### config.mk
export PLATFORM = sky130hd
export DESIGN_NAME = shs_alu
export DESIGN_NICKNAME = d
export VERILOG_FILES = /design/src/hw/shs_pkg.sv /design/src/hw/shs_alu.sv /design/src/hw/shs_lane.sv
export SDC_FILE = /design/constraint.sdc
export NUM_CORES = 1
export LEC_CHECK = 0
export ABC_AREA = 1
export BUFFER_PORTS_ARGS = -buffer_cell sky130_fd_sc_hd__buf_4
export CAP_MARGIN = 20
export CORE_ASPECT_RATIO = 0.5
export CORE_MARGIN = 1.5
export CORE_UTILIZATION = 33
export DETAILED_ROUTE_END_ITERATION = 16
export HOLD_SLACK_MARGIN = 0.15
export PLACE_DENSITY = 0.59
export SYNTH_ARGS = -nofsm -noshare
export SYNTH_HDL_FRONTEND = slang
export SYNTH_SLANG_ARGS = --single-unit
### constraint.sdc
create_clock -name mclk_i -period 3.8 [get_ports mclk_i]
set_input_delay 0.19 -clock mclk_i [delete_from_list [all_inputs] [get_ports mclk_i]]
set_output_delay 0.19 -clock mclk_i [all_outputs]
set_load 0.005 [all_outputs]
### src/hw/shs_pkg.sv
// Purpose : Shared constants and types for the SIMD halving subtract / test ALU slice.
// Assumes : 32-bit data words, condition codes in the usual four-bit encoding.
// Notes   : Flag bit positions follow the N Z C V order of the status nibble.
package shs_pkg;

   // ***************************************************
   // Widths and lane geometry
   // ***************************************************
   localparam int WORD_W   = 32;
   localparam int HALF_W   = 16;
   localparam int BYTE_W   = 8;
   localparam int REG_IDX_W = 4;
   localparam int COND_W   = 4;
   localparam int GE_W     = 4;

   // ***************************************************
   // Flag nibble positions and reset values
   // ***************************************************
   localparam int FLAG_N = 3;
   localparam int FLAG_Z = 2;
   localparam int FLAG_C = 1;
   localparam int FLAG_V = 0;
   localparam logic [3:0]        FLAGS_RST  = 4'h0;
   localparam logic [GE_W-1:0]   GE_RST     = 4'h0;
   localparam logic [WORD_W-1:0] WORD_RST   = 32'h0000_0000;
   localparam logic [REG_IDX_W-1:0] IDX_RST = 4'h0;

   // Register indices software must not name as operands
   localparam logic [REG_IDX_W-1:0] IDX_SP = 4'hD;
   localparam logic [REG_IDX_W-1:0] IDX_PC = 4'hF;

   // ***************************************************
   // Operation select codes
   // ***************************************************
   typedef enum logic [2:0] {
      SHS_OP_HASX  = 3'h0,   // signed_halving_add_sub_exchange
      SHS_OP_HSAX  = 3'h1,   // signed_halving_sub_add_exchange
      SHS_OP_HSUB16 = 3'h2,  // signed_halving_halfword_subtract
      SHS_OP_HSUB8 = 3'h3,   // signed_halving_byte_subtract
      SHS_OP_SUB16 = 3'h4,   // signed_parallel_halfword_subtract
      SHS_OP_SUB8  = 3'h5,   // signed_parallel_byte_subtract
      SHS_OP_TAND  = 3'h6,   // bit_test_and
      SHS_OP_TXOR  = 3'h7    // equivalence_test_xor
   } shs_op_t;

   // Condition codes
   localparam logic [COND_W-1:0] CC_EQ = 4'h0;
   localparam logic [COND_W-1:0] CC_NE = 4'h1;
   localparam logic [COND_W-1:0] CC_CS = 4'h2;
   localparam logic [COND_W-1:0] CC_CC = 4'h3;
   localparam logic [COND_W-1:0] CC_MI = 4'h4;
   localparam logic [COND_W-1:0] CC_PL = 4'h5;
   localparam logic [COND_W-1:0] CC_VS = 4'h6;
   localparam logic [COND_W-1:0] CC_VC = 4'h7;
   localparam logic [COND_W-1:0] CC_HI = 4'h8;
   localparam logic [COND_W-1:0] CC_LS = 4'h9;
   localparam logic [COND_W-1:0] CC_GE = 4'hA;
   localparam logic [COND_W-1:0] CC_LT = 4'hB;
   localparam logic [COND_W-1:0] CC_GT = 4'hC;
   localparam logic [COND_W-1:0] CC_LE = 4'hD;
   localparam logic [COND_W-1:0] CC_AL = 4'hE;

endpackage : shs_pkg

### src/hw/shs_alu.sv
// Purpose : Execution slice for signed halving / parallel subtracts and bit tests.
// Assumes : One operation per enabled cycle, operands already read and shifted.
// Notes   : Results register one cycle after the request; flags live here.
//
// Contract
// - Exchange add: top A plus low B, halved, top
// - Exchange add: low A minus top B, halved, low
// - Sub-add exchange: top A-low B, low A+top B halved
// - Halving exchange ops keep condition flags unchanged
// - Halving halfword subtract, each lane halved, written
// - Halving byte subtract, four lanes halved, written
// - Halving subtracts keep condition flags unchanged
// - Parallel halfword subtract writes low sixteen bits
// - Halfword GE pairs set 11 when difference nonnegative
// - Parallel byte subtract writes low eight bits
// - Byte GE bit set when its difference nonnegative
// - Bit test ANDs, updates flags, writes nothing
// - Equivalence test XORs, updates flags, writes nothing
// - Tests set N and Z from result
// - Tests may load C from shifter carry
// - Tests leave overflow flag unchanged
// - Updates happen only when condition passes
// - Omitted destination means first operand register
`timescale 1ns/10ps
module shs_alu #(
   parameter int WORD_W = shs_pkg::WORD_W
) (
   input  wire logic                             mclk_i,
   input  wire logic                             reset_n_i,
   input  wire logic                             clk_en_i,
   input  wire logic                             op_valid_i,
   input  wire logic [2:0]                       op_sel_i,
   input  wire logic [shs_pkg::COND_W-1:0]       cond_i,
   input  wire logic [WORD_W-1:0]                first_operand_i,
   input  wire logic [WORD_W-1:0]                second_operand_i,
   input  wire logic                             shifter_carry_i,
   input  wire logic                             shifter_carry_valid_i,
   input  wire logic [shs_pkg::REG_IDX_W-1:0]    first_operand_idx_i,
   input  wire logic [shs_pkg::REG_IDX_W-1:0]    dest_idx_i,
   input  wire logic                             dest_present_i,
   output logic      [WORD_W-1:0]                result_o,
   output logic      [shs_pkg::REG_IDX_W-1:0]    result_idx_o,
   output logic                                  result_we_o,
   output logic      [3:0]                       flags_o,
   output logic      [shs_pkg::GE_W-1:0]         lane_greater_equal_flags_o,
   output logic                                  done_o,
   output logic                                  operand_fault_o
);

   // ***************************************************
   // Elaboration check
   // ***************************************************
   if (WORD_W != shs_pkg::WORD_W) begin : g_bad_word
      $error("shs_alu: only a 32-bit word is supported");
   end

   localparam int HW = shs_pkg::HALF_W;
   localparam int BW = shs_pkg::BYTE_W;
   localparam int NB = WORD_W / BW;

   // ***************************************************
   // Condition evaluation
   // ***************************************************
   // Decodes a condition against a flag nibble; shared by the pass test
   function automatic logic shs_cond_pass(input logic [3:0] cc, input logic [3:0] f);
      logic n;
      logic z;
      logic c;
      logic v;
      n = f[shs_pkg::FLAG_N];
      z = f[shs_pkg::FLAG_Z];
      c = f[shs_pkg::FLAG_C];
      v = f[shs_pkg::FLAG_V];
      case (cc)
         shs_pkg::CC_EQ: shs_cond_pass = z;
         shs_pkg::CC_NE: shs_cond_pass = ~z;
         shs_pkg::CC_CS: shs_cond_pass = c;
         shs_pkg::CC_CC: shs_cond_pass = ~c;
         shs_pkg::CC_MI: shs_cond_pass = n;
         shs_pkg::CC_PL: shs_cond_pass = ~n;
         shs_pkg::CC_VS: shs_cond_pass = v;
         shs_pkg::CC_VC: shs_cond_pass = ~v;
         shs_pkg::CC_HI: shs_cond_pass = c & ~z;
         shs_pkg::CC_LS: shs_cond_pass = ~c | z;
         shs_pkg::CC_GE: shs_cond_pass = (n == v);
         shs_pkg::CC_LT: shs_cond_pass = (n != v);
         shs_pkg::CC_GT: shs_cond_pass = ~z & (n == v);
         shs_pkg::CC_LE: shs_cond_pass = z | (n != v);
         default:        shs_cond_pass = 1'b1;
      endcase
   endfunction : shs_cond_pass

   // Flags seen by the next operation are the registered ones, so back-to-back
   // conditional ops see the previous result with no bypass needed.
   logic      [3:0]              flags_reg;
   logic      [3:0]              flags_next;
   logic      [shs_pkg::GE_W-1:0] ge_reg;
   logic      [shs_pkg::GE_W-1:0] ge_next;
   logic                         cond_ok;
   logic                         fire;
   shs_pkg::shs_op_t             op;

   assign op      = shs_pkg::shs_op_t'(op_sel_i);
   assign cond_ok = shs_cond_pass(cond_i, flags_reg);
   assign fire    = op_valid_i & cond_ok;

   // ***************************************************
   // Lane arithmetic
   // ***************************************************
   // Halfword lanes: operand pairing depends on exchange ops
   logic [HW-1:0] h_a    [2];
   logic [HW-1:0] h_b    [2];
   logic          h_sub  [2];
   logic [HW-1:0] h_wrap [2];
   logic [HW-1:0] h_half [2];
   logic          h_nn   [2];

   // Pick operands and add/subtract per halfword lane
   always_comb begin
      h_a[0]   = first_operand_i[HW-1:0];
      h_a[1]   = first_operand_i[WORD_W-1:HW];
      h_b[0]   = second_operand_i[HW-1:0];
      h_b[1]   = second_operand_i[WORD_W-1:HW];
      h_sub[0] = 1'b1;
      h_sub[1] = 1'b1;
      case (op)
         shs_pkg::SHS_OP_HASX: begin
            h_b[1]   = second_operand_i[HW-1:0];
            h_sub[1] = 1'b0;
            h_b[0]   = second_operand_i[WORD_W-1:HW];
         end
         shs_pkg::SHS_OP_HSAX: begin
            h_b[1]   = second_operand_i[HW-1:0];
            h_b[0]   = second_operand_i[WORD_W-1:HW];
            h_sub[0] = 1'b0;
         end
         default: begin
            h_sub[0] = 1'b1;
         end
      endcase
   end

   // Byte lanes always subtract matching bytes
   logic [BW-1:0] b_wrap [NB];
   logic [BW-1:0] b_half [NB];
   logic          b_nn   [NB];

   genvar gi;
   for (gi = 0; gi < 2; gi++) begin : g_half
      shs_lane #(.LANE_W(HW)) u_lane (
         .a_i      (h_a[gi]),
         .b_i      (h_b[gi]),
         .sub_i    (h_sub[gi]),
         .wrap_o   (h_wrap[gi]),
         .half_o   (h_half[gi]),
         .nonneg_o (h_nn[gi])
      );
   end

   for (gi = 0; gi < NB; gi++) begin : g_byte
      shs_lane #(.LANE_W(BW)) u_lane (
         .a_i      (first_operand_i[gi*BW +: BW]),
         .b_i      (second_operand_i[gi*BW +: BW]),
         .sub_i    (1'b1),
         .wrap_o   (b_wrap[gi]),
         .half_o   (b_half[gi]),
         .nonneg_o (b_nn[gi])
      );
   end

   // ***************************************************
   // Result, write-back and flag selection
   // ***************************************************
   logic [WORD_W-1:0] res;
   logic              writes_reg;
   logic [WORD_W-1:0] test_val;
   logic              is_test;

   assign is_test  = (op == shs_pkg::SHS_OP_TAND) || (op == shs_pkg::SHS_OP_TXOR);
   assign test_val = (op == shs_pkg::SHS_OP_TAND) ?
                     (first_operand_i & second_operand_i) :
                     (first_operand_i ^ second_operand_i);

   // Result word and GE update per operation
   always_comb begin
      res        = shs_pkg::WORD_RST;
      writes_reg = 1'b1;
      ge_next    = ge_reg;
      flags_next = flags_reg;
      case (op)
         shs_pkg::SHS_OP_HASX,
         shs_pkg::SHS_OP_HSAX,
         shs_pkg::SHS_OP_HSUB16: begin
            res = {h_half[1], h_half[0]};
         end
         shs_pkg::SHS_OP_HSUB8: begin
            for (int i = 0; i < NB; i++) begin
               res[i*BW +: BW] = b_half[i];
            end
         end
         shs_pkg::SHS_OP_SUB16: begin
            res     = {h_wrap[1], h_wrap[0]};
            ge_next = {{2{h_nn[1]}}, {2{h_nn[0]}}};
         end
         shs_pkg::SHS_OP_SUB8: begin
            for (int i = 0; i < NB; i++) begin
               res[i*BW +: BW] = b_wrap[i];
               ge_next[i]      = b_nn[i];
            end
         end
         shs_pkg::SHS_OP_TAND,
         shs_pkg::SHS_OP_TXOR: begin
            writes_reg                 = 1'b0;
            res                        = test_val;
            flags_next[shs_pkg::FLAG_N] = test_val[WORD_W-1];
            flags_next[shs_pkg::FLAG_Z] = (test_val == shs_pkg::WORD_RST);
            if (shifter_carry_valid_i) begin
               flags_next[shs_pkg::FLAG_C] = shifter_carry_i;
            end
         end
         default: begin
            writes_reg = 1'b0;
         end
      endcase
   end

   // ***************************************************
   // State registers
   // ***************************************************
   // Condition flags: only tests touch them; V is never written here
   always_ff @(posedge mclk_i) begin
      if (!reset_n_i) begin
         flags_reg <= shs_pkg::FLAGS_RST;
      end else if (clk_en_i && fire && is_test) begin
         flags_reg <= flags_next;
      end
   end

   // Lane greater-or-equal flags
   always_ff @(posedge mclk_i) begin
      if (!reset_n_i) begin
         ge_reg <= shs_pkg::GE_RST;
      end else if (clk_en_i && fire) begin
         ge_reg <= ge_next;
      end
   end

   // Write-back port; test results are still shown but never enabled
   always_ff @(posedge mclk_i) begin
      if (!reset_n_i) begin
         result_o     <= shs_pkg::WORD_RST;
         result_idx_o <= shs_pkg::IDX_RST;
         result_we_o  <= 1'b0;
      end else if (clk_en_i) begin
         result_we_o <= fire & writes_reg;
         if (fire) begin
            result_o     <= res;
            result_idx_o <= dest_present_i ? dest_idx_i : first_operand_idx_i;
         end
      end
   end

   // Completion strobe and misuse flag; misuse is reported, not blocked,
   // since the decoder is trusted to keep SP and PC out.
   always_ff @(posedge mclk_i) begin
      if (!reset_n_i) begin
         done_o          <= 1'b0;
         operand_fault_o <= 1'b0;
      end else if (clk_en_i) begin
         done_o          <= op_valid_i;
         operand_fault_o <= op_valid_i &&
                            (first_operand_idx_i == shs_pkg::IDX_SP ||
                             first_operand_idx_i == shs_pkg::IDX_PC ||
                             (dest_present_i && (dest_idx_i == shs_pkg::IDX_SP ||
                                                 dest_idx_i == shs_pkg::IDX_PC)));
      end
   end

   assign flags_o                    = flags_reg;
   assign lane_greater_equal_flags_o = ge_reg;

endmodule : shs_alu

### src/hw/shs_lane.sv
// Purpose : One signed lane: full-width difference/sum and its halved form.
// Assumes : Operands are two's complement of width LANE_W.
// Notes   : The sum is built one bit wider so halving never wraps.
`timescale 1ns/10ps
module shs_lane #(
   parameter int LANE_W = 8
) (
   input  wire logic [LANE_W-1:0] a_i,
   input  wire logic [LANE_W-1:0] b_i,
   input  wire logic              sub_i,
   output logic      [LANE_W-1:0] wrap_o,
   output logic      [LANE_W-1:0] half_o,
   output logic                   nonneg_o
);

   logic signed [LANE_W:0] wide;

   // ***************************************************
   // Elaboration check
   // ***************************************************
   if (LANE_W < 2) begin : g_bad_width
      $error("shs_lane: LANE_W must be at least 2");
   end

   // Sign-extended arithmetic one bit wider than the lane
   always_comb begin
      if (sub_i) begin
         wide = $signed({a_i[LANE_W-1], a_i}) - $signed({b_i[LANE_W-1], b_i});
      end else begin
         wide = $signed({a_i[LANE_W-1], a_i}) + $signed({b_i[LANE_W-1], b_i});
      end
   end

   // Low bits, halved bits (arithmetic shift by one) and sign test
   assign wrap_o   = wide[LANE_W-1:0];
   assign half_o   = wide[LANE_W:1];
   assign nonneg_o = ~wide[LANE_W];

endmodule : shs_lane

**After elaboration in Yosys (flattened, before gate mapping)**

Index checks and enable logic that the tools add are counted.

- RAM bits: 0
- Flip-flop bits (word level): 46
- Memories kept: 0
- Bits in latches: 0
- Input bits: 86
- Output and inout bits: 47
- ROM bits: 0

- Equality and inequality tests: 23
- Reduce and logical (&&, ||, !) cells: 21
- Shift operators: 0
- Magnitude comparators: 0
- Add/sub/neg operators: 8
- Div/mod/pow operators: 0
- Bitwise gates (word level): 17
- Multipliers: 0
- Muxes and demuxes: 9

Operator list:

| cell | count |
|---|---|
| $pmux 32 s5 | 1 |
| $mux 32 | 2 |
| $eq 4x4->1 const B | 10 |
| $sub 8x8->9 | 4 |
| $add 16x16->17 | 2 |
| $mux 17 | 2 |
| $sub 16x16->17 | 2 |
| $and 32x32->32 | 1 |
| $logic_not 32->1 | 1 |
| $xor 32x32->32 | 1 |
| $eq 3x3->1 const B | 4 |
| $eq 4x3->1 const B | 3 |
| $pmux 1 s11 | 1 |
| $not 1->1 | 9 |
| $eq 4x2->1 const B | 2 |
| $pmux 4 s2 | 1 |
| $reduce_or 2->1 | 4 |
| $eq 3x2->1 const B | 2 |
| $reduce_and 2->1 | 3 |
| $and 1x1->1 | 4 |
| $eq 4x1->1 const B | 1 |
| $logic_and 1x1->1 | 4 |
| $logic_not 4->1 | 1 |
| $logic_or 1x1->1 | 4 |
| other kinds (8) | 9 |

**Logic depth before layout (Yosys ltp)**

Gate-level depths: netlist of run 1.

- Depth after elaboration: 7
- Depth in mapped cells: 29

**Hierarchy**

A second synthesis of run 1 with hierarchy kept.

- Cell total of the unflattened synthesis: 1814
- Area total of the unflattened synthesis: 10196.0 µm²

Modules (own cells, without submodules):

| module | seq. area each (µm²) | instances | cells each | area each (µm²) |
|---|---|---|---|---|
| shs_alu | 920.9 | 1 | 776 | 4285.4 |
| shs_lane (g_half[0].u_lane ...) | 0.0 | 2 | 285 | 1616.6 |
| shs_lane (g_byte[0].u_lane ...) | 0.0 | 4 | 117 | 669.4 |

**Worst setup path before layout of run 1**

Ideal clock, no wire load.

- Path type: input-to-reg
- Start point: in op_sel_i[2]
- End point: reg result_o[15]
- Data required time: 3.666 ns
- Setup slack: 0.594 ns
- Buffers on the path: 2
- Stages on the path: 25
- Library setup time: 0.134 ns
- Arrival time: 3.072 ns
- Cells stage by stage: buf_4 -> inv_2 -> nand3_4 -> nand2_8 -> buf_6 -> nand2_1 -> o21ai_2 -> ha_1 -> nand2_1 -> nor2_4 -> nand3_1 -> o21ai_1 -> o21ai_1 -> xnor2_1 -> ha_1 -> nand2_1 -> inv_1 -> a221oi_1 -> nand2_1 -> a21oi_1 -> inv_1 -> nand2_2 -> nand3_1 -> nand2_1 -> a21oi_1

- Longest elaborated chain between the ends: 6
- Elaborated cells on any way between the ends: 17

RTL lines:

| element | RTL line | source |
|---|---|---|
| start: declaration | shs_alu.sv:32 | `input wire logic [2:0] op_sel_i,` |
| $eq 3x1->1 / $logic_not 3->1 (equally long branches) | shs_alu.sv:126, shs_alu.sv:190 |  |
| $reduce_or 2->1 (no source line) | - |  |
| $mux 32 | shs_alu.sv:126 | `case (op)` |
| $sub 16x16->17 / $add 16x16->17 (equally long branches) | shs_lane.sv:28, shs_lane.sv:30 |  |
| $mux 17 | shs_lane.sv:27 | `if (sub_i) begin` |
| $pmux 32 s5 (*) | shs_alu.sv:190 | `case (op)` |
| end signal: assignment | shs_alu.sv:251 | `result_o <= shs_pkg::WORD_RST;` |
| end signal: assignment | shs_alu.sv:257 | `result_o <= res;` |
| end: declaration | shs_alu.sv:41 | `output logic [WORD_W-1:0] result_o,` |

Every way passes the cells marked *; elsewhere a longest branch is shown, timed or not.
A chain may end at the register's enable or synchronous reset.

**Final worst setup path of run 1**

- Start point: in op_sel_i[2]
- End point: reg ge_reg, in the netlist lane_greater_equal_flags_o[3]

- Longest elaborated chain between the ends: 7
- Elaborated cells on any way between the ends: 13

RTL lines:

| element | RTL line | source |
|---|---|---|
| $eq 3x1->1 / $logic_not 3->1 (equally long branches) | shs_alu.sv:126 |  |
| $reduce_or 2->1 (no source line) | - |  |
| $mux 32 | shs_alu.sv:126 |  |
| $sub 16x16->17 / $add 16x16->17 (equally long branches) | shs_lane.sv:28, shs_lane.sv:30 |  |
| $mux 17 | shs_lane.sv:27 |  |
| $not 1->1 | shs_lane.sv:37 | `assign nonneg_o = ~wide[LANE_W];` |
| $pmux 4 s2 | shs_alu.sv:190 |  |
| end signal: assignment | shs_alu.sv:242 | `ge_reg <= shs_pkg::GE_RST;` |
| end signal: assignment | shs_alu.sv:244 | `ge_reg <= ge_next;` |
| end: declaration | shs_alu.sv:97 | `logic [shs_pkg::GE_W-1:0] ge_reg;` |

Several ways; a longest one is shown, not always the timed one.

==> results of run 1 <==
[sequential cells by signal (all words and copies together) (netlist names)]
name / flops
result_o: 32
lane_greater_equal_flags_o: 4
result_idx_o: 4
flags_o: 3
done_o: 1
operand_fault_o: 1
result_we_o: 1
[power by group through the flow]
stage	Sequential (W)	Combinational [W]	Clock (W)
2_1_floorplan	0.000536	0.00103	0
3_3_place_gp	0.000535	0.00158	0
3_5_place_dp	0.000537	0.00158	0
4_1_cts	0.000526	0.00159	0.000483
5_1_grt	0.000529	0.00179	0.000499
6_report	0.000526	0.00163	0.000475
[through the flow]
stage | setup slack [ns] | utilization | power, W
floorplan | 0.5942 | - | 0.001563
finish | 0.3691 | 0.4027 | 0.002632
global placement | 0.02761 | 0.3952 | 0.002112
detailed placement | 0.01822 | 0.3952 | 0.002121
CTS | 0.3100 | 0.4019 | 0.002602
global route | 0.02173 | 0.4027 | 0.002823
[area by class of cell]
type,instances,area [µm²],area share
clock buffers,7,152.6,0.01584
clock inverters,1,8.758,0.0009091
inverters,174,653.1,0.06779
multi-input cells,1045,6236,0.6473
flip-flops and latches,46,920.9,0.09558
well taps,315,394.1,0.04091
repair buffers,169,1269,0.1317
[per-layer routing]
metal / part of all wire / GRT usage
met5: 0 / 0
met4: 0.013 / 0.04189
met1: 0.52 / 0.3899
met3: 0.083 / 0.03713
met2: 0.39 / 0.3573
[synthesized netlist by cell type, types with 7 or more instances]
master     instances  share of area
o21ai_2           13          0.014
o2111ai_1          9         0.0098
or2_2              8         0.0062
dfxtp_1           46           0.11
xnor2_1           23          0.025
xor2_1            43          0.047
inv_1            168          0.079
nand2_1          334           0.16
o21ai_0           93          0.058
nor2_1            76          0.036
a21o_1             8         0.0075
nand3_1           97          0.061
clkbuf_1          27          0.013
o21ai_1           11         0.0069
nand4_1            9         0.0070
ha_1             103           0.16
nor3_1            15         0.0094
a21oi_1           98          0.061
o211ai_1           9         0.0084
a31oi_1           14          0.011
o21bai_1           7         0.0066
nand2_2            7         0.0055
o22ai_1            8         0.0062
[kinds of logic after synthesis]
| group | Yosys count | share of synthesized area |
|---|---|---|
| other | 1 | 0.0004682 |
| adders and majority gates | 109 | 0.1759 |
| buffers and inverters | 215 | 0.1087 |
| and+or+nand+nor | 574 | 0.3107 |
| xor gates and xnor gates | 66 | 0.07218 |
| AOI/OAI and AO/OA | 295 | 0.2170 |
| DFF | 46 | 0.1150 |
[what timing repair did]
item / CTS / global route
gates resized for setup: 0 / 5
endpoints found under the setup margin: 0 / 8
hold buffers: 0 / 0
[worst register-to-register path: stages, from the launching register on]
cell      delay, ns
dfxtp_1        0.33
xnor2_1        0.23
nand2_1        0.11
o211ai_1       0.16
nand3_1        0.10
nand2_1        0.06
nand2_1        0.08
inv_1          0.56
buf_4          0.40
o21ai_0        0.17
a41oi_1        0.24
[worst max path at each step]
| stage | depth (start not counted) | end | slack [ns] |
|---|---|---|---|
| 4_1_cts | 25 | result_o[30] | 0.31 |
| 3_5_place_dp | 25 | lane_greater_equal_flags_o[3] | 0.02 |
| 5_1_grt | 25 | result_o[29] | 0.02 |
| 2_1_floorplan | 25 | result_o[15] | 0.59 |
| 6_report | 25 | lane_greater_equal_flags_o[3] | 0.37 |
| 3_3_place_gp | 25 | result_o[15] | 0.03 |
==> metrics.cfg, run 1 <==
[status]
outcome=finished, final reports clean

[grt]
grt_use_total=0.2495
grt_pass1_vias=8415
grt_pass1_wl_mm=48.55
grt_max_degree=28
overflow=0
antenna_found_initial=0

[layout]
antenna_cells=0
fill_cells=2580
nets=1636
drive_gt1_frac=0.1602
layout_common_cells=nand2_1 (334), buf_4 (169), inv_1 (168)
syn2layout_area_growth_pct=20.29
fin_area_um2=9634
final_common_cell=nand2_1
stdcell_count=1757

[route]
post_drt_via_cell_ratio=5.284
num_vias=9284
drcViolationCount=0
firstDrtPassIters=5
ant_nets=0
first_iter_violations=877
finalWirelength_mm=32.32
detail_route.wl_per_cell_um=18.40

[critical_path]
path_buf_inv=5
critPathLaunch=op_sel_i[2]
reg2reg_setup_slack_ns=1.28
endpoint_kind=flip-flop
crit_required_ns=4.02
timing.rr.start=flags_o[3]
crit_slowest_cell=ha_1
crit_family=simple AND/OR/NAND/NOR gates
crit_fanout=19
arrival_ns=3.65
critPathMostFrequentCell=nand2_1
critPathMaxStageDelay_ns=0.35
worstSetupStartpointType=input pin
critical_path_class=input pin to flip-flop
rr_worst_depth=10
r2r-end=result_o[8]

[logic_synthesis]
synth_edf_count=0
synth_area_um2=8009
ys_seq_area_frac=0.1150
syn_inst=1306
synth_flop_cell=dfxtp_1
synthArstFlopShare=0
postSynthAreaPerCell_um2=6.132
yosysUniqueCellTypes=53
yosys_warnings=0
postSynthNetCount=1501
ys_seq_elements=46

[sta]
max_freq_mhz=291.5
setup_viol=0
fin_crit_sh=0.9029
relSlewSlack=0.4322
finalSetupTns_ns=0
rsz0062_at_grt=no
finalHoldViolations=0
maxSlewViolCount=0
skew_ns=0.006097
fin_hold_ws_ns=0.1783
max_slew.worst_pin.slew_ns=0.8508
min_period_ns=3.431

[floorplan]
die_height_um=113.2
initial_core_util=0.3348
core_area_um2=23920
io_pins=133
fp.dieW_um=223.3
die-area_um2=25270
rows=40

[clock_network]
htreeDepth=2
postCtsSetupBuffers=0
clockRootBuffer=clkbuf_16
cts_tree=built
clkTransAtPathRegs_ns=0.06
clk_latency_ns=0.30
numCtsBuffers=5
cts_buffer_depth=2
clock-sinks=46

[power]
power_density_nw_per_um2=273.2
switching_share=0.4711
p_sw_w=0.001240
p_int_w=0.001392
seqPwrFrac=0.200
power.leakage_nw=4.949
pwr-share-clk=0.180
p_comb_frac=0.620
ir_drop_uv=144.0

[hold_path]
min_from=dest_idx_i[0]
min_path_type=input pin to flip-flop
whs_path_depth=3
hold_end=result_idx_o[0]

[placed_design]
port_buffers=131
dp.final_hpwl_mm=26.85
dpl_cell_area_um2=9454
gp_congestion=0.9706
dpl.cell_count=1749

[run]
max_cap_viol_count=0

Note: power is estimated with default switching activity, not from simulation.
==> inputs of run 2 (changes only) <==
Settings changed: ABC_AREA 1 to unset, PLACE_DENSITY 0.59 to 0.58.
==> run 2 against run 1 <==
The flow now finishes with violations (negative setup slack). First-iteration DRC count grew 45%. Routed wire length is 24% higher. Combinational power up 26%. Highest routed layer unchanged.
==> metrics.cfg, run 2 <==
[sta]
fin_crit_sh=1.085
finalHoldViolations=0
max_freq_mhz=242.5
setup_slack_ns=-0.3237
relSlewSlack=0.2795
max_slew.worst_pin.slew_ns=1.080
fin_hold_ws_ns=0.1706
setup_viol=9
skew_ns=0.009173
maxSlewViolCount=0
rsz0062_at_grt=yes
min_period_ns=4.124

[route]
detail_route.wl_per_cell_um=22.65
ant_nets=0
post_drt_via_cell_ratio=5.745
firstDrtPassIters=5
first_iter_violations=1270
drcViolationCount=0
num_vias=10170
finalWirelength_mm=40.11

[grt]
grt_pass1_wl_mm=58.19
grt_use_total=0.2924
overflow=0
grt_max_degree=64
grt_pass1_vias=9162
antenna_found_initial=0

[clock_network]
htreeDepth=2
clock-sinks=46
clk_latency_ns=0.30
cts_tree=built
numCtsBuffers=5
clkTransAtPathRegs_ns=0.07
clockRootBuffer=clkbuf_16
cts_buffer_depth=2
ctsHoldBuffers=0

[critical_path]
crit_chain=buf_6 -> or2_4 -> mux2i_2 -> ha_2 -> or3b_4 -> or4_4 -> nor2_4 -> a21oi_2 -> or3_1 -> a21oi_2 -> a41oi_2 -> xnor2_1 -> buf_4 -> ha_4 -> nand3_2 -> or3_4 -> o21ai_2 -> buf_4 -> xnor2_2 -> o211ai_1 -> o221a_2
worstSetupStartpointType=input pin
path_buf_inv=3
r2r-end=result_o[0]
endpoint_kind=flip-flop
critPathMaxStageDelay_ns=0.44
critical_path_class=input pin to flip-flop
reg2reg_setup_slack_ns=1.27
crit_slowest_cell=or4_4
crit_family=simple AND/OR/NAND/NOR gates
timing.rr.start=flags_o[1]
rr_worst_depth=8
crit_fanout=7
arrival_ns=4.31
crit_required_ns=3.99

[hold_path]
min_from=shifter_carry_i
whs_path_depth=3
hold_end=flags_o[1]
min_path_type=input pin to flip-flop

[placed_design]
dp.final_hpwl_mm=32.22
port_buffers=131
gp_congestion=0.9621
dpl_cell_area_um2=10870

[layout]
final_common_cell=buf_4
fin_area_um2=11370
regArea_um2=920.9
multi_input_comb_area_um2=7272
largest_reg_flops=32
antenna_cells=0
fin_util=0.4532
regMostFlops=result_o
nets=1621
fill_cells=2600
layout_common_cells=buf_4 (305), nand2_1 (120), ha_1 (96)
drive_gt1_frac=0.2761
syn2layout_area_growth_pct=35.51

[floorplan]
rows=41
fp.dieW_um=228.5
initial_core_util=0.3344
io_pins=133
core_area_um2=25090
die-area_um2=26450
die_height_um=115.7

[power]
ir_drop_uv=154.1
power.leakage_nw=5.134
power_density_nw_per_um2=269.3

[logic_synthesis]
yosysUniqueCellTypes=83
synth_area_um2=8389
yosys-top-cells-count=nand2_1 (124), ha_1 (103), a21oi_1 (100)
synth_top_area_share=0.1536
synthArstFlopShare=0
postSynthNetCount=1369
synth_area_leader_cell=ha_1
yosysMostFrequentCell=nand2_1
synth.area.top_cells=ha_1 (15%), dfxtp_1 (11%), xnor2_1 (7.4%)
synth_flop_cell=dfxtp_1
ys_seq_area_frac=0.1098
postSynthAreaPerCell_um2=7.146
ys_seq_elements=46
yosys_warnings=0
synth_edf_count=0
syn_inst=1174

[status]
outcome=complete, but fails checks
failed_checks=negative setup slack

[run]
max_cap_viol_count=0

-- run 2: cell types whose count changed in the layout (fill, tap and decap cells not counted), moves of 11 or more --
cell      delta
mux2i_1     +24
nand2_1    -214
xor2_1      -19
o21ai_2     -13
xnor2_1     +45
nand2b_1    +14
buf_4      +136
inv_1      -108
nor2_1      +13
o21ai_0     -18
nor2b_1     +18
o31ai_1     +11
nand3_1     -76
-- run 2: final cells by class --
class,instances,area share
Sequential cell,46,0.08100
Tap cell,344,0.03786
Multi-Input combinational cell,1001,0.6397
Inverter,61,0.02014
Timing Repair Buffer,311,0.2077
Clock buffer,6,0.01222
Clock inverter,2,0.001431
-- run 2: cells by family after synthesis --
group                      share of synthesized area
muxes                                        0.03386
and+or+nand+nor                               0.2192
xor gates and xnor gates                     0.09918
adders and majority gates                     0.1679
buffers and inverters                        0.06010
AOI/OAI and AO/OA                             0.3095
DFF                                           0.1098
other                                      0.0004470
-- run 2: repair_timing --
item / 4_1_cts / 5_1_grt
hold endpoints to repair: 0 / 0
gates resized for setup: 20 / 39
setup endpoints to repair: 12 / 20
pin swaps: 14 / 31
setup buffers: 3 / 6
-- run 2: metrics by stage --
stage,TNS (ns),instances,power (W),worst slack (ns)
final,-2.309,1771,0.003061,-0.3237
after global routing,-4.772,1771,0.003225,-0.5519
after CTS,-1.982,1764,0.002951,-0.3156
after detailed placement,-8.896,1753,0.002434,-0.8249
after global placement,-7.499,1753,0.002420,-0.7508
after floorplan,-5.871,1174,0.001544,-0.7838
-- run 2: per-layer routing --
| metal | vias to the layer above | GRT usage | wire length, µm |
|---|---|---|---|
| met2 | 470 | 0.4136 | 15690 |
| met3 | 35 | 0.06053 | 4270 |
| met5 | - | 0 | 0 |
| li1 | 4818 | - | - |
| met4 | 0 | 0.04459 | 456 |
| met1 | 4851 | 0.4518 | 19690 |
-- run 2: power by group --
part           switching (W)  internal, W  total, W
Sequential         0.0000205     0.000512  0.000533
Clock               0.000219     0.000265  0.000484
Combinational        0.00114     0.000909   0.00205
-- run 2: worst min-delay path, stage by stage --
cell and delay [ns]:
buf_4 0.11, nand3_1 0.05, a21boi_0 0.07
-- run 2: worst max-delay path by stage --
stage,startpoint,end,slack [ns],cells past startpoint
finish,op_sel_i[2],result_o[28],-0.32,21
floorplan,op_sel_i[1],lane_greater_equal_flags_o[3],-0.78,23
global placement,op_sel_i[1],result_o[27],-0.75,25
CTS,op_sel_i[2],lane_greater_equal_flags_o[2],-0.32,21
global route,op_sel_i[2],result_o[27],-0.55,23
detailed placement,op_sel_i[1],lane_greater_equal_flags_o[3],-0.82,21
==> inputs of run 3 (changes only) <==
Settings changed: CORE_MARGIN 1.5 to unset, PLACE_DENSITY 0.58 to unset.
==> run 3 against run 2 <==
The run still ends with negative setup slack left. Clock skew fell by 0.0037 ns. Non-clock buffer count rose by 3. First-iteration DRC count fell by 23%. Global-route usage rose by 1.5 points. Register-to-register slack got worse by 0.37 ns. Die area fell by 1.3%. Sequential power barely moved.
==> metrics.cfg, run 3 (synthesis gave the netlist of run 2 again) <==
[layout]
layout_common_cells=buf_4 (298), nand2_1 (116), ha_1 (99)
nets=1624
drive_gt1_frac=0.2972
largest_reg_flops=32
final_common_cell=buf_4
regMostFlops=result_o
fin_util=0.4770
syn2layout_area_growth_pct=39.16
fill_cells=2461

[sta]
rsz0062_at_grt=yes
finalHoldViolations=0
setup_slack_ns=-0.4609
skew_ns=0.005456
min_period_ns=4.261
fin_hold_ws_ns=0.1842
max_slew.worst_pin.slew_ns=1.116
max_freq_mhz=234.7
relSlewSlack=0.2542
setup_viol=15
maxSlewViolCount=0
finalSetupTns_ns=-4.093
fin_crit_sh=1.121

[power]
finalPower_w=0.003162
ir_drop_uv=144.3
power_density_nw_per_um2=270.9
pwr-share-clk=0.141
p_int_w=0.001732
p_sw_w=0.001430
seqPwrFrac=0.169
p_comb_frac=0.690
power.leakage_nw=5.235
switching_share=0.4523

[route]
drcViolationCount=0
detail_route.wl_per_cell_um=23.13
firstDrtPassIters=6
num_vias=10400
post_drt_via_cell_ratio=5.881
wl_met3_mm=4.453
first_iter_violations=981
wl_met2_mm=16.54
ant_nets=0
wl_met1_mm=19.01
finalWirelength_mm=40.89
dr.max_layer_used=met4

[floorplan]
die_height_um=114.7
die-area_um2=26100
rows=40
core_area_um2=24470
fp.dieW_um=227.5
io_pins=133
initial_core_util=0.3428

[grt]
grt_use_total=0.3076
overflow=0
grt_max_degree=49
antenna_found_initial=3
grt_pass1_vias=9797
grt_pass1_wl_mm=60.15

[critical_path]
crit_required_ns=3.97
endpoint_kind=flip-flop
r2r-end=result_o[25]
reg2reg_setup_slack_ns=0.90
crit_fanout=6
arrival_ns=4.43
timing.rr.start=flags_o[1]
worstSetupStartpointType=input pin
critical_path_class=input pin to flip-flop
rr_worst_depth=8

[clock_network]
clock-sinks=46
ctsHoldBuffers=0
cts_buffer_depth=2
htreeDepth=2
clockRootBuffer=clkbuf_16
clk_latency_ns=0.29
cts_tree=built
numCtsBuffers=5
clkTransAtPathRegs_ns=0.06

[hold_path]
min_path_type=input pin to flip-flop
whs_path_depth=3
min_from=shifter_carry_i
hold_end=flags_o[1]

[run]
max_cap_viol_count=0

[status]
failed_checks=negative setup slack
outcome=complete, but fails checks

[placed_design]
place_ws_ns=-0.8317
gp_congestion=1.059
port_buffers=131
dp.final_hpwl_mm=33.15

[run 3: repair_timing]
| action | in CTS | in global routing |
|---|---|---|
| buffers inserted | 11 | 8 |
| setup endpoints to repair | 17 | 23 |
| pin swaps | 23 | 41 |
| resized for setup | 34 | 79 |
[run 3: per-layer routing]
metal | track usage | up-vias
li1 | - | 4839
met1 | 0.4531 | 4960
met2 | 0.4457 | 540
met3 | 0.07360 | 59
met4 | 0.06935 | 0
met5 | 0 | -
[run 3: worst max-delay path, cell delays in order]
cell and delay [ns]:
buf_6 0.10, or2_4 0.27, mux2i_2 0.19, ha_2 0.20, or3b_4 0.37, or4_4 0.45, nor2_4 0.11, a21oi_2 0.05
or3_1 0.35, a21oi_2 0.16, a41oi_1 0.08, xnor2_1 0.24, buf_4 0.19, ha_4 0.23, nand2_2 0.05, nor2_1 0.05
a211oi_2 0.22, o22ai_2 0.14, o41ai_2 0.26, xor2_1 0.27, and3_1 0.20, nor3_2 0.05
[run 3: metrics by stage]
stage          instance area [µm²]  std cells
2_1_floorplan                 8476       1174
3_5_place_dp                 10850       1743
6_report                     11670       1768
4_1_cts                      11250       1762
5_1_grt                      11670       1767
3_3_place_gp                 10850       1743
[run 3: area by class of cell]
class,instances,area (µm²),share of cell area
multi-input cells,1001,7517,0.6439
repair buffers,314,2435,0.2086
flip-flops and latches,46,920.9,0.07888
well taps,336,420.4,0.03601
inverters,61,229.0,0.01961
clock buffers,7,142.6,0.01222
clock inverters,1,5.005,0.0004287
diodes,2,5.005,0.0004287
[run 3: worst max-delay path by stage]
stage | startpoint | end | cells after the start
detailed placement | op_sel_i[1] | result_o[28] | 21
floorplan | op_sel_i[1] | lane_greater_equal_flags_o[3] | 23
global placement | op_sel_i[1] | result_o[28] | 23
global route | op_sel_i[1] | result_o[30] | 22
finish | op_sel_i[1] | result_o[30] | 22
CTS | op_sel_i[1] | result_o[27] | 23
[run 3: power groups by stage]
stage	Combinational (W)	Clock, W	Sequential, W
6_report	0.00218	0.000446	0.000533
4_1_cts	0.00199	0.000453	0.000533
3_5_place_dp	0.00190	0	0.000544
2_1_floorplan	0.00100	0	0.000540
5_1_grt	0.00231	0.000479	0.000536
3_3_place_gp	0.00189	0	0.000543
